File: config.mk
export PLATFORM = sky130hd
export DESIGN_NAME = adc_pair_ctrl
export DESIGN_NICKNAME = d
export VERILOG_FILES = /design/src/rtl/adc_pair_ctrl.v /design/src/rtl/sample_tick_gen.v /design/src/rtl/delay_sign_fold.v
export VERILOG_INCLUDE_DIRS = /design/src /design/src/rtl
export SDC_FILE = /design/constraint.sdc
export NUM_CORES = 1
export LEC_CHECK = 0
export BUFFER_PORTS_ARGS = -buffer_cell sky130_fd_sc_hd__buf_2
export CAP_MARGIN = 20
export CORE_MARGIN = 2
export CORE_UTILIZATION = 40
export CTS_BUF_LIST = sky130_fd_sc_hd__clkbuf_8
export CTS_CLUSTER_DIAMETER = 50
export DETAILED_ROUTE_END_ITERATION = 7
export GPL_TIMING_DRIVEN = 0
export PLACE_DENSITY = 0.62
export SLEW_MARGIN = 40
export SYNTH_ARGS = -nofsm -noshare
export SYNTH_HDL_FRONTEND = slang
export SYNTH_SLANG_ARGS = --single-unit
File: constraint.sdc
create_clock -name clk_in -period 5.4 [get_ports clk_in]
set_input_delay 0.81 -clock clk_in [delete_from_list [all_inputs] [get_ports clk_in]]
set_output_delay 0.81 -clock clk_in [all_outputs]
set_load 0.01 [all_outputs]
File: src/rtl/adc_pair_defs.vh
// shared constants for the converter pair control block
`ifndef ADC_PAIR_DEFS_VH
`define ADC_PAIR_DEFS_VH

// delay register: width and value after any reset
`define DLY_W 12
`define DLY_RESET 12'h000

// oversample ratio select: 3 bits, code 0 is ratio 32, code 7 is 4096
`define OSR_SEL_W 3
`define OSR_SEL_RESET 3'h3
// ratio 32 in counter width, half of it, and sign bit index at ratio 32
`define OSR_MIN 13'h0020
`define OSR_HALF_MIN 13'h0010
`define SIGN_BIT_MIN 4'h4

// counter, accumulator and code widths
`define CNT_W 13
`define CODE_W 24
// left justify shift at ratio 32; shrinks by one per doubling
`define JUST_SHIFT_MIN 5'h13

// prescaler select width and main clocks per modulator period at /1
`define PRE_W 2
`define MOD_CLK_BASE_DIV 4

// comparator pattern forced on every converter during hard reset
`define CMP_RESET_PATTERN 4'h3
`define CMP_W 4

`endif

File: src/rtl/adc_pair_ctrl.v
// converter pair control: hard reset, restart, phase delay and ready timing
`include "adc_pair_defs.vh"

module adc_pair_ctrl #(
    parameter BASE_DIV = `MOD_CLK_BASE_DIV
) (
    input wire clk_in,
    input wire srst_in,
    input wire hard_rst_n_in,
    input wire [`OSR_SEL_W-1:0] osr_sel_in,
    input wire [`PRE_W-1:0] pre_sel_in,
    input wire link_lagging_in,
    input wire delay_wr_in,
    input wire [`DLY_W-1:0] delay_wdata_in,
    output wire [`DLY_W-1:0] delay_rdata_out,
    input wire [1:0] mod_bits_in,
    output wire [2*`CMP_W-1:0] cmp_force_pattern_out,
    output wire cmp_force_en_out,
    output wire modulator_clear_out,
    output wire modulator_sample_clock_out,
    output wire [`CODE_W-1:0] odd_code_out,
    output wire [`CODE_W-1:0] even_code_out,
    output wire odd_ready_out,
    output wire even_ready_out,
    output wire sample_ready_pin_n_out,
    output wire sample_ready_pin_oe_n_out,
    input wire sdo_data_in,
    input wire sdo_drive_in,
    output wire sdo_out,
    output wire sdo_oe_n_out
);
    // ------------------------------------------------------------------
    // reset and restart requests
    // ------------------------------------------------------------------
    wire in_hard_rst; // pin level, taken straight from the pad
    wire wr_accept; // a delay write that is allowed to land
    wire ratio_changed; // timing settings moved under the converters
    wire conv_hold; // converters held this cycle
    reg [`DLY_W-1:0] delay_q; // channel_pair_delay register
    reg [`OSR_SEL_W-1:0] osr_prev_q; // ratio seen at last cycle
    reg [`PRE_W-1:0] pre_prev_q; // prescaler seen at last cycle
    reg load_pend_q; // counters must be reloaded on release
    reg in_hard_rst_q; // registered copy for the comparator force
    wire tick; // modulator sample clock enable

    // the pin is looked at directly, not through the serial engine
    assign in_hard_rst = !hard_rst_n_in;

    // writes arriving while the pin is low are simply dropped
    assign wr_accept = delay_wr_in && !in_hard_rst;

    assign ratio_changed = (osr_sel_in != osr_prev_q)
                           || (pre_sel_in != pre_prev_q);

    // any accepted write restarts, even with an unchanged value
    assign conv_hold = srst_in || in_hard_rst || wr_accept
                       || ratio_changed;

    // delay register: default on either reset, else last accepted write
    always @(posedge clk_in) begin
        if (srst_in || in_hard_rst) begin
            delay_q <= `DLY_RESET;
        end else if (wr_accept) begin
            delay_q <= delay_wdata_in;
        end
    end

    // settings trackers and reload flag
    always @(posedge clk_in) begin
        if (srst_in) begin
            osr_prev_q <= `OSR_SEL_RESET;
            pre_prev_q <= {`PRE_W{1'b0}};
            load_pend_q <= 1'b1;
            in_hard_rst_q <= 1'b0;
        end else begin
            osr_prev_q <= osr_sel_in;
            pre_prev_q <= pre_sel_in;
            in_hard_rst_q <= in_hard_rst;
            // reload comes on the first cycle after the hold lifts
            if (conv_hold) begin
                load_pend_q <= 1'b1;
            end else begin
                load_pend_q <= 1'b0;
            end
        end
    end

    assign delay_rdata_out = delay_q;

    // modulator side: comparators forced and stored charge dumped
    assign cmp_force_en_out = in_hard_rst_q;
    assign cmp_force_pattern_out = {`CMP_RESET_PATTERN, `CMP_RESET_PATTERN};
    assign modulator_clear_out = in_hard_rst_q;

    // ------------------------------------------------------------------
    // modulator sample clock enable, shared by both channels
    // ------------------------------------------------------------------
    // one enable for both, so the two converters sample together
    sample_tick_gen #(
        .BASE_DIV(BASE_DIV)
    ) u_tick (
        .clk_in(clk_in),
        .restart_in(conv_hold || load_pend_q),
        .pre_sel_in(pre_sel_in),
        .tick_out(tick)
    );

    assign modulator_sample_clock_out = tick;

    // ------------------------------------------------------------------
    // delay folding and per-channel offsets
    // ------------------------------------------------------------------
    wire [`DLY_W-1:0] delay_fold; // delay seen at the active ratio
    wire [`CNT_W-1:0] delay_ext; // sign extended to counter width
    wire [`CNT_W-1:0] osr_val; // ratio in modulator periods
    wire [`CNT_W-1:0] osr_m1; // reload value of the window counter
    wire [`CNT_W-1:0] osr_half; // fixed reference point of odd channel
    wire [2*`CNT_W-1:0] offset_all; // first-ready offsets, odd low
    wire even_lags; // delay is zero or positive

    // only bits up to the active sign bit take part
    delay_sign_fold u_fold (
        .raw_in(delay_q),
        .osr_sel_in(osr_sel_in),
        .folded_out(delay_fold)
    );

    // two's complement, counts modulator periods
    assign delay_ext = {delay_fold[`DLY_W-1], delay_fold};
    assign osr_val = `OSR_MIN << osr_sel_in;
    assign osr_m1 = osr_val - 13'h0001;
    assign osr_half = `OSR_HALF_MIN << osr_sel_in;

    // the folded value always lies within minus half to half minus one,
    // so the even offset stays inside one ratio window
    assign offset_all[`CNT_W-1:0] = osr_half;
    assign offset_all[2*`CNT_W-1:`CNT_W] = osr_half + delay_ext;

    // positive delay starts the even window later: even lags
    assign even_lags = !delay_fold[`DLY_W-1];

    // ------------------------------------------------------------------
    // per-channel window counter, sinc accumulator and double buffer
    // channel 0 of the loop is the odd (reference) channel, 1 the even
    // ------------------------------------------------------------------
    wire [1:0] fire; // end of averaging window this tick
    wire [1:0] ready_pulse; // buffered result just published
    wire [2*`CODE_W-1:0] code_all; // published codes, odd low

    genvar c;
    generate
        for (c = 0; c < 2; c = c + 1) begin : g_chan
            reg [`CNT_W-1:0] cnt_q; // periods until the window closes
            reg [`CNT_W-1:0] acc_q; // ones counted in this window
            reg [`CNT_W-1:0] ones; // window total incl. this sample
            reg [`CNT_W-1:0] ones_sat; // clamped to stay in range
            reg signed [`CNT_W-1:0] diff; // centred result
            reg [`CODE_W-1:0] code_d; // left justified result
            reg [`CODE_W-1:0] hold_q; // first buffer stage
            reg [`CODE_W-1:0] out_q; // second buffer stage, seen outside
            reg fire1_q; // first stage holds a fresh result
            reg fire2_q; // second stage holds a fresh result

            assign fire[c] = tick && (cnt_q == {`CNT_W{1'b0}});

            // result of the closing window, scaled like the output tables
            always @* begin
                ones = acc_q + {{(`CNT_W-1){1'b0}}, mod_bits_in[c]};
                // a full-scale window would overflow the positive code
                if (ones >= osr_val) begin
                    ones_sat = osr_m1;
                end else begin
                    ones_sat = ones;
                end
                diff = ones_sat - osr_half;
                code_d = {{(`CODE_W-`CNT_W){diff[`CNT_W-1]}}, diff}
                         << (`JUST_SHIFT_MIN - {2'b00, osr_sel_in});
            end

            // window counter: loaded with the channel offset on release,
            // so only the averaging start differs between channels
            always @(posedge clk_in) begin
                if (conv_hold) begin
                    cnt_q <= {`CNT_W{1'b0}};
                end else if (load_pend_q) begin
                    cnt_q <= offset_all[c*`CNT_W +: `CNT_W];
                end else if (fire[c]) begin
                    cnt_q <= osr_m1;
                end else if (tick) begin
                    cnt_q <= cnt_q - 13'h0001;
                end
            end

            // accumulator: cleared on every hold, restarts each window
            always @(posedge clk_in) begin
                if (conv_hold || load_pend_q) begin
                    acc_q <= {`CNT_W{1'b0}};
                end else if (fire[c]) begin
                    acc_q <= {`CNT_W{1'b0}};
                end else if (tick) begin
                    acc_q <= ones;
                end
            end

            // double output buffer; both stages zero while held, so the
            // published code reads as zero during any reset
            always @(posedge clk_in) begin
                if (conv_hold) begin
                    hold_q <= {`CODE_W{1'b0}};
                    out_q <= {`CODE_W{1'b0}};
                    fire1_q <= 1'b0;
                    fire2_q <= 1'b0;
                end else begin
                    fire1_q <= fire[c];
                    fire2_q <= fire1_q;
                    if (fire[c]) begin
                        hold_q <= code_d;
                    end
                    if (fire1_q) begin
                        out_q <= hold_q;
                    end
                end
            end

            // both channels share the same pipeline depth, so the
            // spacing of their ready pulses equals the delay
            assign ready_pulse[c] = fire2_q;
            assign code_all[c*`CODE_W +: `CODE_W] = out_q;
        end
    endgenerate

    assign odd_code_out = code_all[`CODE_W-1:0];
    assign even_code_out = code_all[2*`CODE_W-1:`CODE_W];
    assign odd_ready_out = ready_pulse[0];
    assign even_ready_out = ready_pulse[1];

    // ------------------------------------------------------------------
    // sample ready pin
    // ------------------------------------------------------------------
    wire pin_event; // a pulse is due on the pin
    reg pin_low_q; // pin pulled low until the next modulator tick
    reg pin_arm_q; // pulse started, waiting for the next tick to end

    // linked: only the lagging channel; else both channels
    assign pin_event = link_lagging_in
                       ? (even_lags ? ready_pulse[1] : ready_pulse[0])
                       : (ready_pulse[0] || ready_pulse[1]);

    // defaults alone are enough to get pulses after power reset;
    // the first few are unsettled and the host is left to drop them
    always @(posedge clk_in) begin
        if (srst_in || in_hard_rst) begin
            pin_low_q <= 1'b0;
            pin_arm_q <= 1'b0;
        end else if (pin_event) begin
            pin_low_q <= 1'b1;
            pin_arm_q <= 1'b1;
        end else if (tick && pin_arm_q) begin
            // a tick may land in the same cycle as the event; the event
            // branch wins so the pulse runs on until the following tick
            pin_low_q <= 1'b0;
            pin_arm_q <= 1'b0;
        end
    end

    assign sample_ready_pin_n_out = !pin_low_q;

    // both output pins released straight from the pin level
    assign sample_ready_pin_oe_n_out = in_hard_rst;
    assign sdo_out = sdo_data_in && !in_hard_rst;
    assign sdo_oe_n_out = in_hard_rst || !sdo_drive_in;

endmodule

File: src/rtl/sample_tick_gen.v
// modulator sample clock enable generator from the prescaled main clock
`include "adc_pair_defs.vh"

module sample_tick_gen #(
    parameter BASE_DIV = `MOD_CLK_BASE_DIV
) (
    input wire clk_in,
    input wire restart_in,
    input wire [`PRE_W-1:0] pre_sel_in,
    output wire tick_out
);
    // base divide held at counter width so the shift keeps its bits
    localparam [7:0] BASE_DIV8 = BASE_DIV;
    // period in main clocks: base divide times 1, 2, 4 or 8
    wire [7:0] period_m1;
    reg [7:0] div_q; // cycles since last tick
    reg [7:0] div_d;
    reg tick_q; // one-cycle enable pulse

    assign period_m1 = (BASE_DIV8 << pre_sel_in) - 8'h01;

    // next count: restart aligns the first tick to a full period
    always @* begin
        if (restart_in || div_q >= period_m1) begin
            div_d = 8'h00;
        end else begin
            div_d = div_q + 8'h01;
        end
    end

    // tick is registered so it never glitches on a prescaler change
    always @(posedge clk_in) begin
        div_q <= div_d;
        tick_q <= !restart_in && (div_q >= period_m1);
    end

    assign tick_out = tick_q;
endmodule

File: src/rtl/delay_sign_fold.v
// folds the delay register to the active ratio: sign extends from its bit
`include "adc_pair_defs.vh"

module delay_sign_fold (
    input wire [`DLY_W-1:0] raw_in,
    input wire [`OSR_SEL_W-1:0] osr_sel_in,
    output wire [`DLY_W-1:0] folded_out
);
    // sign bit sits four places above the ratio code
    wire [3:0] sign_idx;
    wire sign_bit;

    assign sign_idx = `SIGN_BIT_MIN + {1'b0, osr_sel_in};
    assign sign_bit = raw_in[sign_idx];

    // bits above the active sign bit are ignored and replaced by the sign
    genvar i;
    generate
        for (i = 0; i < `DLY_W; i = i + 1) begin : g_bit
            localparam [3:0] BIT_IDX = i;
            assign folded_out[i] = (BIT_IDX <= sign_idx) ? raw_in[i]
                                                         : sign_bit;
        end
    endgenerate
endmodule

==> out/results.tsv <==
metric	value	unit
synthesized area	9740	sq um
Seq/Total Area, Yosys	0.372	
sequential fraction of design power	0.483	
Max Slew Vio Count	0	
Clock Tree Buf Depth	2	
clock group share of total power	0.366	
Max-Cap Viols	0	
number of global-route vias before repair	7952	
die extent in y	160	um
Tcrit/Tclk final	0.946	
LEAKAGE	4.53	nW
Synth async-reset ratio	0	
Syn-to-layout area delta	15.2	%
CTS tree	done	
Initial Util	0.404	
clk slew on worst S/H paths	0.13	ns
GRT Util Overall	0.219	
TritonCTS Buffers	17	
initial antenna violation count	0	
row cnt	57	
global route hottest layer	met2	
final worst setup slack	0.290	ns
met3 Use GR	0.0475	
Top FF cell, synth	dfxtp_1	
Tmin final	5.11	ns
routed len/inst	17.4	um
Pre-antenna DRT Iters	6	
grt met1 use	0.305	
Power Density	248	nW/um^2
routability cong.	0.970	
most frequent cells in the layout	181 x dfxtp_1, 180 x nor2_1, 98 x buf_2	
Setup CP Type	in -> reg	
Synth Area in Simple Gates	0.213	
Critical Path Start Type	input pin	
# DRC	0	
sequential cell area	3620	sq um
# clock sinks	181	
post-synth cell types	85	
complex-gate fraction of the synthesized area	0.162	
final setup vio count	0	
min-delay worst type	reg -> reg	
RSZ-0062 raised after global routing	yes	
global route total overflow	0	
Antenna Violating Nets Remaining	0	
non-filler cells in the finished layout	1630	
vias per cell	5.43	
largest family of logic cells by synthesized area	simple AND/OR/NAND/NOR gates	
post-placement cell count	1592	
Switching Power	0.904	mW
XOR/XNOR Fraction of Synth Area	0.0601	
warnings from Yosys	0	
CP max FO	14	
leading area contributor after synthesis	dfxtp_1	
area share of fa/ha/maj cells after synthesis	0.0582	
clock skew	0.0174	ns
number of synthesized flops with an enable pin	0	
area of the core	24100	sq um
relative slew slack	0.413	
I/O pin cnt	103	
Gate power share	0.151	
first-pass GRT wire length	44.3	mm
crit-path most repeated cell	clkbuf_4	
dpl ws	-1.58	ns
area share of the largest cell type after synthesis	0.372	
setup TNS	0	ns
multiplexer share of the synthesized area	0.0804	
Sw Share	0.325	
share of layout cells above drive strength 1	0.165	
delay of the slowest critical-path stage	0.36	ns
flops & latches, synth	181	
Max VDD drop	181	uV
CP required	5.80	ns
depth of the CTS H-tree	4	
crit end category	flop	
post-synthesis cell count	1169	
commonest non-fill, non-tap cell in the layout	dfxtp_1	
met2 usage	0.336	
fillcell total	2412	
ANT cells	0	
WL final	28.4	mm
vias after detailed routing	8846	
CTS Hold Bufs	0	
outcome	finished, final reports clean	
Least-Margin Pin Slew	0.878	ns
die width	160	um
maximum number of pins on one net before global-route repair	23	
DPL Wire Length	21.0	mm
crit-path cells	buf_2 -> inv_1 -> clkbuf_4 -> clkbuf_4 -> nand3_4 -> ha_1 -> nor2_1 -> nor3b_1 -> a311oi_1 -> maj3_2 -> o21ai_4 -> buf_4 -> clkbuf_4 -> a21oi_1 -> ha_1 -> o211ai_1 -> a21oi_2 -> nor2_1 -> nor2_2 -> nor3_1 -> a211oi_1 -> a2bb2oi_2 -> a21oi_1 -> a221oi_1	
data arrival time of the worst path	5.51	ns
Hold Fails Final Rpt	0	
Max Clock Freq	196	MHz
Pint	1.88	mW
top post-synthesis cells by area	dfxtp_1 37%, nor2_1 7.1%, mux2i_1 6.9%, ha_1 5.4%, a21oi_1 4.3%	
Worst-Skew Late Latency	0.50	ns
final net count	1362	
die area	25600	sq um
Mean Syn Cell Area	8.33	sq um
I/O Buffers	91	
area of the multi-input gates	5700	sq um
CTS root buffer	clkbuf_8	
drt first-iter violations	668	
critical path's slowest cell	ha_1	
==> state kept, by name, indices dropped and copies added (netlist names), 2 cells and up <==
signal and cells:
u_tick.div_q 8, g_chan.cnt_q 26, g_chan.acc_q 26, odd_code_out 24, g_chan.fire1_q 2, pre_prev_q 2
osr_prev_q 3, delay_rdata_out 12, g_chan.hold_q 48, even_code_out 24
==> per-stage QoR <==
step	hold WS, ns	total power [mW]	cell area, sq um	util
6_report	0.450	2.78	11200	0.466
5_1_grt	0.477	2.90	11200	0.466
4_1_cts	0.450	2.78	11100	0.462
3_5_place_dp	0.432	1.77	10600	0.441
3_3_place_gp	0.427	1.76	10600	0.441
2_1_floorplan	0.413	1.67	9780	-
==> worst max-delay path: cells and delay by family <==
| family | cells | cell delay, ns |
|---|---|---|
| AOI/OAI and AO/OA | 9 | 1.68 |
| adders and majority gates | 3 | 1.02 |
| buffers and inverters | 6 | 1.30 |
| and+or+nand+nor | 6 | 0.70 |
==> cell type report <==
type | instances | area share
well taps | 324 | 0.0361
plain buffers | 81 | 0.0357
repair buffers | 98 | 0.0456
multi-input cells | 877 | 0.508
inverters | 37 | 0.0124
clock inverters | 15 | 0.0186
flip-flops and latches | 181 | 0.323
clock buffers | 17 | 0.0208
==> layer usage <==
metal | vias up | part of all wire
li1 | 4352 | -
met1 | 4099 | 0.46
met2 | 348 | 0.43
met3 | 47 | 0.081
met4 | 0 | 0.025
met5 | - | 0
==> final timing paths <==
path / to / depth (start not counted) / from / slack (ns)
max: g_chan[1].hold_q[23] / 24 / osr_sel_in[0] / 0.29
min: u_tick.div_q[0] / 1 / u_tick.div_q[0] / 0.45
max reg2reg: g_chan[0].hold_q[21] / 23 / g_chan[0].acc_q[0] / 0.36
min reg2reg: u_tick.div_q[0] / 1 / u_tick.div_q[0] / 0.45
==> cell families after synthesis <==
kind of cell / count (synthesis)
fa+ha+maj: 45
compound gates: 243
flops: 181
xor+xnor: 66
buf+inv: 119
other cells: 2
mux: 75
simple gates: 438
==> power groups by stage <==
stage / clock network (mW) / registers [mW] / logic (mW)
after detailed placement: 0 / 1.38 / 0.391
after CTS: 1.03 / 1.35 / 0.400
after floorplan: 0 / 1.38 / 0.293
final: 1.02 / 1.35 / 0.420
after global routing: 1.09 / 1.35 / 0.462
after global placement: 0 / 1.38 / 0.388
==> what timing repair did <==
action                     CTS  global route
gates resized for setup     12            16
setup buffers                1             5
setup endpoints to repair   14             9
pin swaps                    1             2
==> synthesized netlist by cell type (3+ instances only) <==
library cell	n
clkinv_1	3
nor2_1	183
nand2b_1	11
o221ai_1	3
nand3b_1	4
a31oi_1	13
and2_1	9
a221oi_1	9
xor2_1	34
o2111ai_1	4
a2bb2oi_1	3
ha_1	42
xnor2_1	31
o211a_1	3
nor2b_1	7
dfxtp_1	181
buf_4	16
a21oi_1	84
nand2_1	92
a211o_1	3
nand3_1	31
a21o_1	8
buf_2	8
or2_2	5
or3_1	11
a311oi_1	4
o22ai_1	6
mux2i_1	67
nor4_1	7
a211oi_1	16
a22oi_1	3
o211ai_1	9
and3_1	29
nor3_1	21
clkbuf_1	50
a31o_2	4
mux2_2	6
inv_1	32
o21ai_0	45
nand4_1	10
buf_1	6
(Power assumes the default switching activity.)
